`src/regfile_pkg.sv`:
```
package regfile_pkg;

  // ----------------------------------------------------------------
  // widths and counts
  // ----------------------------------------------------------------
  localparam int unsigned WORD_W = 16;
  localparam int unsigned REG_COUNT = 8;
  localparam int unsigned IDX_W = 3;
  localparam int unsigned PAGE_W = 8;
  localparam int unsigned EA_W = 24;
  localparam int unsigned PIN_ADDR_W = 20;
  localparam int unsigned MODE_PIN_W = 3;

  // ----------------------------------------------------------------
  // fixed register roles
  // ----------------------------------------------------------------
  localparam logic [2:0] FRAME_PTR_IDX = 3'h6;
  localparam logic [2:0] STACK_PTR_IDX = 3'h7;

  // ----------------------------------------------------------------
  // reset values and constants
  // ----------------------------------------------------------------
  localparam logic [15:0] GREG_RESET = 16'h0000;
  localparam logic [15:0] IP_RESET = 16'h0000;
  localparam logic [15:0] STATUS_RESET = 16'h0700;
  localparam logic [15:0] STATUS_WRITE_MASK = 16'h870F;
  localparam logic [15:0] WORD_STEP = 16'h0002;
  localparam logic [2:0] MODE_MIN_CODE = 3'h1;
  localparam logic [7:0] PAGE_ZERO = 8'h00;

  // ----------------------------------------------------------------
  // types
  // ----------------------------------------------------------------
  typedef enum logic [1:0] {
    MODE_MIN = 2'b01,
    MODE_MAX = 2'b10
  } cpu_mode_t;

  typedef enum logic [2:0] {
    SP_NONE = 3'b001,
    SP_PRE_DEC = 3'b010,
    SP_POST_INC = 3'b100
  } sp_op_t;

  // write request from the datapath
  typedef struct packed {
    logic en;
    logic [2:0] idx;
    logic byte_sel;
    logic high_byte;
    logic [15:0] data;
  } reg_write_t;

  // read port request
  typedef struct packed {
    logic [2:0] idx;
    logic byte_sel;
    logic high_byte;
  } reg_read_t;

  // page register values from outside
  typedef struct packed {
    logic [7:0] code_page;
    logic [7:0] data_page;
    logic [7:0] ext_page;
    logic [7:0] stack_page;
  } pages_t;

endpackage

```
`src/cpu_general_register_file.sv`:
```
`timescale 1ns/1ps
`default_nettype none
module cpu_general_register_file (
  // clock and reset
  input wire logic clk_sys,
  input wire logic reset,
  input wire logic clk_en,
  // mode pins
  input wire logic [2:0] mode_select_pins,
  // general register access
  input wire regfile_pkg::reg_write_t wr_req,
  input wire regfile_pkg::reg_read_t rd_a,
  input wire regfile_pkg::reg_read_t rd_b,
  input wire logic [2:0] addr_idx,
  // stack pointer control
  input wire regfile_pkg::sp_op_t sp_op,
  // frame pointer control
  input wire logic frame_load,
  input wire logic [15:0] frame_data,
  // control registers
  input wire logic ip_load,
  input wire logic [15:0] ip_data,
  input wire logic status_load,
  input wire logic status_byte,
  input wire logic [15:0] status_data,
  input wire regfile_pkg::pages_t pages,
  // read results
  output logic [15:0] rd_a_data,
  output logic [15:0] rd_b_data,
  output logic [15:0] addr_word,
  output logic [15:0] stack_ptr,
  output logic [15:0] frame_ptr,
  output logic [15:0] instruction_pointer,
  output logic [15:0] status_word_register,
  // mode and addresses
  output regfile_pkg::cpu_mode_t mode,
  output logic [23:0] code_addr,
  output logic [19:0] code_pin_addr
);
  import regfile_pkg::*;

  typedef struct packed {
    logic [REG_COUNT-1:0][15:0] gr;
    logic [15:0] ip;
    logic [15:0] status;
    cpu_mode_t mode;
    logic [15:0] rd_a;
    logic [15:0] rd_b;
    logic [15:0] addr;
    logic [23:0] caddr;
    logic [19:0] cpin;
  } state_t;

  state_t cur;
  state_t next_st;
  logic [REG_COUNT-1:0][15:0] next_gr;
  logic [23:0] ea;
  logic [19:0] pa;

  // ----------------------------------------------------------------
  // read helper
  // ----------------------------------------------------------------
  function automatic logic [15:0] read_data(input logic [15:0] w, input reg_read_t r);
    logic [15:0] res;
    res = w;
    if (r.byte_sel) begin
      res = r.high_byte ? {8'h00, w[15:8]} : {8'h00, w[7:0]};
    end
    return res;
  endfunction

  // ----------------------------------------------------------------
  // code address from the next instruction pointer
  // ----------------------------------------------------------------
  eff_addr_gen code_gen (
    .mode(next_st.mode),
    .page(pages.code_page),
    .offset(next_st.ip),
    .eff_addr(ea),
    .pin_addr(pa)
  );

  // ----------------------------------------------------------------
  // general register updates, one per entry
  // ----------------------------------------------------------------
  // write port first, then implicit stack and frame updates override
  genvar gi;
  generate
    for (gi = 0; gi < REG_COUNT; gi++) begin : g_reg
      always_comb begin
        next_gr[gi] = cur.gr[gi];
        if (wr_req.en && wr_req.idx == 3'(gi)) begin
          if (!wr_req.byte_sel) begin
            next_gr[gi] = wr_req.data;
          end else if (wr_req.high_byte) begin
            next_gr[gi][15:8] = wr_req.data[7:0];
          end else begin
            next_gr[gi][7:0] = wr_req.data[7:0];
          end
        end
        if (3'(gi) == STACK_PTR_IDX) begin
          case (sp_op)
            SP_PRE_DEC: begin
              next_gr[gi] = cur.gr[gi] - WORD_STEP;
            end
            SP_POST_INC: begin
              next_gr[gi] = cur.gr[gi] + WORD_STEP;
            end
            SP_NONE: begin
            end
            default: begin
            end
          endcase
        end
        if (3'(gi) == FRAME_PTR_IDX && frame_load) begin
          next_gr[gi] = frame_data;
        end
      end
    end
  endgenerate

  // ----------------------------------------------------------------
  // next state
  // ----------------------------------------------------------------
  always_comb begin
    next_st = cur;
    next_st.gr = next_gr;
    if (ip_load) begin
      next_st.ip = ip_data;
    end
    if (status_load) begin
      if (status_byte) begin
        next_st.status[7:0] = status_data[7:0] & STATUS_WRITE_MASK[7:0];
      end else begin
        next_st.status = status_data & STATUS_WRITE_MASK;
      end
    end
    next_st.rd_a = read_data(next_gr[rd_a.idx], rd_a);
    next_st.rd_b = read_data(next_gr[rd_b.idx], rd_b);
    next_st.addr = next_gr[addr_idx];
    next_st.caddr = ea;
    next_st.cpin = pa;
  end

  // ----------------------------------------------------------------
  // state register
  // ----------------------------------------------------------------
  // mode pins sampled while reset is held
  always_ff @(posedge clk_sys) begin
    if (reset) begin
      cur.gr <= '{default: GREG_RESET};
      cur.ip <= IP_RESET;
      cur.status <= STATUS_RESET;
      cur.mode <= (mode_select_pins == MODE_MIN_CODE) ? MODE_MIN : MODE_MAX;
      cur.rd_a <= GREG_RESET;
      cur.rd_b <= GREG_RESET;
      cur.addr <= GREG_RESET;
      cur.caddr <= 24'h00_0000;
      cur.cpin <= 20'h0_0000;
    end else if (clk_en) begin
      cur <= next_st;
    end
  end

  // ----------------------------------------------------------------
  // outputs straight from state
  // ----------------------------------------------------------------
  assign rd_a_data = cur.rd_a;
  assign rd_b_data = cur.rd_b;
  assign addr_word = cur.addr;
  assign stack_ptr = cur.gr[STACK_PTR_IDX];
  assign frame_ptr = cur.gr[FRAME_PTR_IDX];
  assign instruction_pointer = cur.ip;
  assign status_word_register = cur.status;
  assign mode = cur.mode;
  assign code_addr = cur.caddr;
  assign code_pin_addr = cur.cpin;
endmodule
`default_nettype wire

```
`src/eff_addr_gen.sv`:
```
`timescale 1ns/1ps
`default_nettype none
module eff_addr_gen (
  // mode and page
  input wire regfile_pkg::cpu_mode_t mode,
  input wire logic [7:0] page,
  // offset word
  input wire logic [15:0] offset,
  // result
  output logic [23:0] eff_addr,
  output logic [19:0] pin_addr
);
  import regfile_pkg::*;

  // ----------------------------------------------------------------
  // page concatenation
  // ----------------------------------------------------------------
  // page joins the offset only in maximum mode
  always_comb begin
    if (mode == MODE_MAX) begin
      eff_addr = {page, offset};
    end else begin
      eff_addr = {PAGE_ZERO, offset};
    end
    pin_addr = eff_addr[19:0];
  end
endmodule
`default_nettype wire

```
`config.mk`:
```
export PLATFORM = sky130hd
export DESIGN_NAME = cpu_general_register_file
export DESIGN_NICKNAME = d
export VERILOG_FILES = /design/src/regfile_pkg.sv /design/src/cpu_general_register_file.sv /design/src/eff_addr_gen.sv
export SDC_FILE = /design/constraint.sdc
export NUM_CORES = 1
export LEC_CHECK = 0
export BUFFER_PORTS_ARGS = -buffer_cell sky130_fd_sc_hd__buf_2
export CAP_MARGIN = 20
export CORE_MARGIN = 5
export CORE_UTILIZATION = 50
export DETAILED_ROUTE_END_ITERATION = 10
export HOLD_SLACK_MARGIN = 0.03
export PLACE_DENSITY_LB_ADDON = 0.08
export SYNTH_ARGS = -nofsm -noshare
export SYNTH_HDL_FRONTEND = slang
export SYNTH_SLANG_ARGS = --single-unit
```
`constraint.sdc`:
```
create_clock -name clk_sys -period 3.6 [get_ports clk_sys]
set_input_delay 0.72 -clock clk_sys [delete_from_list [all_inputs] [get_ports clk_sys]]
set_output_delay 0.72 -clock clk_sys [all_outputs]
set_load 0.005 [all_outputs]
```
==> tab_implementation.tex <==
\begin{tabular}{lr}
\hline
Metric & Value \\
\hline
\multicolumn{2}{l}{\textbf{Timing}} \\
Post-route clock skew & 0.01653 ns \\
Worst slew margin & 40.70\% \\
Worst slack on hold paths & 0.3867 ns \\
Final Hold Violating Endpoints & 0 \\
Final setup fails & 0 \\
Post-route clock period utilization & 93.13\% \\
Final Max Slew Viols & 0 \\
Upper clock frequency limit & 298.3 MHz \\
Transition time at the pin with the least slew margin & 0.8862 ns \\
RSZ-0062 raised after global routing & false \\
Clock period minus final worst setup slack & 3.353 ns \\
\multicolumn{2}{l}{\textbf{Power and ir drop}} \\
Static leakage & 7.781 nW \\
Power, Total & 0.007089 W \\
Worst VDD drop & 0.6258 mV \\
Power per cell area & 412.6 nW/um2 \\
\multicolumn{2}{l}{\textbf{Critical path}} \\
Launch instance of the worst register-to-register path & stack\_ptr[1]\$\_SDFFE\_PP0P\_ \\
Type of element launching the critical path & input port \\
Logic depth of the worst register-to-register path & 13 \\
Worst setup EP type & flip-flop \\
Critical Path AT & 3.79 ns \\
Delay of the slowest cell on the worst path & 0.56 ns \\
CP Max Fanout & 8 \\
Data required time at the worst endpoint & 4.04 ns \\
Gate family responsible for the most delay along the worst path & compound AO/OA/AOI/OAI gates \\
Type of the worst setup path & input port to flip-flop \\
CP bufs+invs & 1 \\
Worst-case register-to-register setup slack & 0.44 ns \\
Worst setup path startpoint & sp\_op[1] \\
Worst path depth & 12 \\
Capture instance of the worst register-to-register path & rd\_b\_data[9]\$\_SDFFE\_PP0P\_ \\
Capture point of the critical path & rd\_b\_data[6]\$\_SDFFE\_PP0P\_ \\
Sequence of cells on the critical path & buf\_2 > nor2\_1 > nand2\_2 > ha\_1 > a211oi\_4 > nor4\_2 > or4\_4 > a211o\_1 > a211oi\_1 > o32ai\_1 > mux2\_2 > a221o\_1 \\
Critical Path Slowest Stage Cell & or4\_4 \\
\multicolumn{2}{l}{\textbf{Drt}} \\
Drt total wl & 62160 um \\
Number of vias after detailed routing & 15600 \\
First-pass DRT Iterations & 6 \\
Final antenna-violating net count & 0 \\
Vias per cell & 6.150 \\
Wirelength per Cell & 24.50 um \\
DRC Markers & 0 \\
Number of design-rule violations left by the first detailed-router iteration & 1802 \\
\multicolumn{2}{l}{\textbf{Synthesis}} \\
Library cells used by synthesis & 88 \\
Fraction of registers with async set or reset after synthesis & 0\% \\
Number of flops mapped to enable cells by yosys & 2 \\
Total number of yosys warnings & 0 \\
Summed instance area of the synthesized netlist & 14820 um2 \\
Largest family of logic cells by synthesized area & compound AO/OA/AOI/OAI gates \\
Share of synthesized area occupied by flip-flops and latches & 28.49\% \\
Synth Instances & 1949 \\
Synthesized-area fraction occupied by adder cells & 1.401\% \\
Cells taking the most area after synthesis & dfxtp\_1 28\%, nor2\_1 8.6\%, buf\_4 8.1\% \\
Simple logic cell fraction of the synthesized area & 20.05\% \\
Average footprint of a synthesized cell & 7.606 um2 \\
XOR/XNOR share of the synthesized area & 0.4136\% \\
Post-synthesis mux area share & 12.53\% \\
Synth Area in Compound Gates & 23.93\% \\
Post-synth top area cell & dfxtp\_1 \\
Synth Flop Type & dfxtp\_1 \\
Area share of the leading cell type in the synthesized netlist & 28.09\% \\
Register bit count reported by yosys & 210 \\
\multicolumn{2}{l}{\textbf{Final layout}} \\
Number of inserted filler cells in the final layout & 2852 \\
Most common cell after layout, fill and taps aside & nor2\_1 \\
Count of antenna diodes in the layout & 0 \\
Number of standard cells in the final layout excluding fillers & 2537 \\
Synthesis-to-finish area growth & 15.89\% \\
Share of final-layout standard cells stronger than drive strength 1 & 26.60\% \\
Final design area excluding fillers & 17180 um2 \\
Final design utilization & 58.28\% \\
Most frequent cells in the layout & 338 x nor2\_1, 243 x buf\_2, 208 x dfxtp\_1, 198 x buf\_4, 197 x nand2\_1 \\
Number of nets in the layout & 2272 \\
\multicolumn{2}{l}{\textbf{Clocking}} \\
CTS root buf & clkbuf\_16 \\
Number of clock sinks & 210 \\
Post-CTS setup-driven buffer insertion count & 0 \\
Clock slew at reported path FFs & 0.06 ns \\
Buffer levels on the longest clock path & 3 \\
Number of buffers inserted for hold repair after clock tree synthesis & 0 \\
CTS tree & built \\
Cts bufs inserted & 26 \\
Post-cts repair resize count & 0 \\
H-tree level count & 1 \\
Insertion delay of the later-clocked pin in the worst-skew pair & 0.55 ns \\
\multicolumn{2}{l}{\textbf{Die}} \\
Row Count & 63 \\
Effective utilization at floorplan & 50.28\% \\
Num ports & 286 \\
Area inside the core boundary & 29480 um2 \\
Vert. Die Dim & 182.2 um \\
Floorplan die area & 33190 um2 \\
Horiz. Die Dim & 182.2 um \\
\multicolumn{2}{l}{\textbf{Global routing}} \\
Maximum number of pins on one net before global-route repair & 69 \\
Via count of the first global-routing pass & 14430 \\
Global Route Usage Sum & 35.75\% \\
M2 GR Usage & 56.26\% \\
Global Route met1 Usage & 48.16\% \\
Most congested layer reported by global routing & met2 \\
Global-route met3 utilization & 7.415\% \\
Wire length of the first global-routing pass & 92010 um \\
Number of antenna violations at the first check in global routing & 1 \\
Remaining Overflow, GRT & 0 \\
\multicolumn{2}{l}{\textbf{Run status}} \\
Outcome & finished clean \\
\multicolumn{2}{l}{\textbf{Place}} \\
Global placer's final weighted congestion & 0.9891 \\
Buffers on Ports & 245 \\
Cell Area, Placed & 16250 um2 \\
HPWL after DPL & 47340 um \\
Number of instances in the placed design & 2490 \\
\multicolumn{2}{l}{\textbf{Run}} \\
Max-cap check violation count & 0 \\
\multicolumn{2}{l}{\textbf{Worst hold path}} \\
Tightest Hold Check Type & input port to flip-flop \\
\hline
\end{tabular}
## per-stage QoR
stage                     worst slack, ns  setup TNS [ns]
after floorplan                  0.003431               0
after global placement            -0.2658          -2.355
after detailed placement          -0.2847          -2.867
after CTS                          0.2855               0
after global routing               0.1003               0
final                              0.2473               0
## logic make-up (layout without fill, tap and decap cells)
group	after synthesis	in the layout
other	1	8
adders and majority gates	16	16
AOI/OAI and AO/OA	541	541
buffers and inverters	332	523
and+or+nand+nor	692	692
xor gates and xnor gates	7	7
DFF	210	210
muxes	150	150
## synth_stat cells, drive strengths merged, types with 27 or more instances
library cell / instances
o22ai: 58
a211oi: 47
clkbuf: 117
dfxtp: 208
o21ai: 89
nor3: 42
a21oi: 157
inv: 32
mux2i: 108
nand2: 199
mux4: 27
buf: 181
nor2: 343
nand3: 42
## state kept, by name (all words and copies together) (netlist names), named ones only
signal and cells:
addr_word 16, code_addr 8, cur 96, frame_ptr 16
mode 2, rd_a_data 16, rd_b_data 16, stack_ptr 16
status_word_register 8
## power by group
part	switching (W)	internal (W)	leakage (nW)
logic	0.00104	0.000690	5.62
registers	0.0000859	0.00243	1.71
clock network	0.00111	0.00174	0.449
total	0.00223	0.00485	7.78
## final cells by class
type,count,area [um2],share of cell area (%)
Tap cell,390,488.0,2.840
Sequential cell,210,4224,24.59
Multi-Input combinational cell,1414,8680,50.52
Clock inverter,15,196.4,1.143
Timing Repair Buffer,443,2734,15.91
Inverter,33,123.9,0.7210
Clock buffer,32,734.5,4.275
## per-layer routing
| metal | part of all wire, % | vias up |
|---|---|---|
| met2 | 44 | 915 |
| met3 | 11 | 160 |
| met1 | 41 | 7345 |
| met5 | 0.021 | - |
| li1 | - | 7181 |
| met4 | 4.7 | 2 |
## worst min-delay path by stage
stage	startpoint	to	slack [ns]	depth (start not counted)
global route	status_data[8]	status_word_register[8]$_SDFFE_PP1P_	0.40	2
global placement	rd_a_data[9]$_SDFFE_PP0P_	rd_a_data[9]$_SDFFE_PP0P_	0.43	2
finish	status_data[10]	status_word_register[10]$_SDFFE_PP1P_	0.39	2
floorplan	rd_a_data[9]$_SDFFE_PP0P_	rd_a_data[9]$_SDFFE_PP0P_	0.42	2
detailed placement	rd_b_data[9]$_SDFFE_PP0P_	rd_b_data[9]$_SDFFE_PP0P_	0.43	2
CTS	status_data[10]	status_word_register[10]$_SDFFE_PP1P_	0.38	2
(Power assumes the default switching activity.)
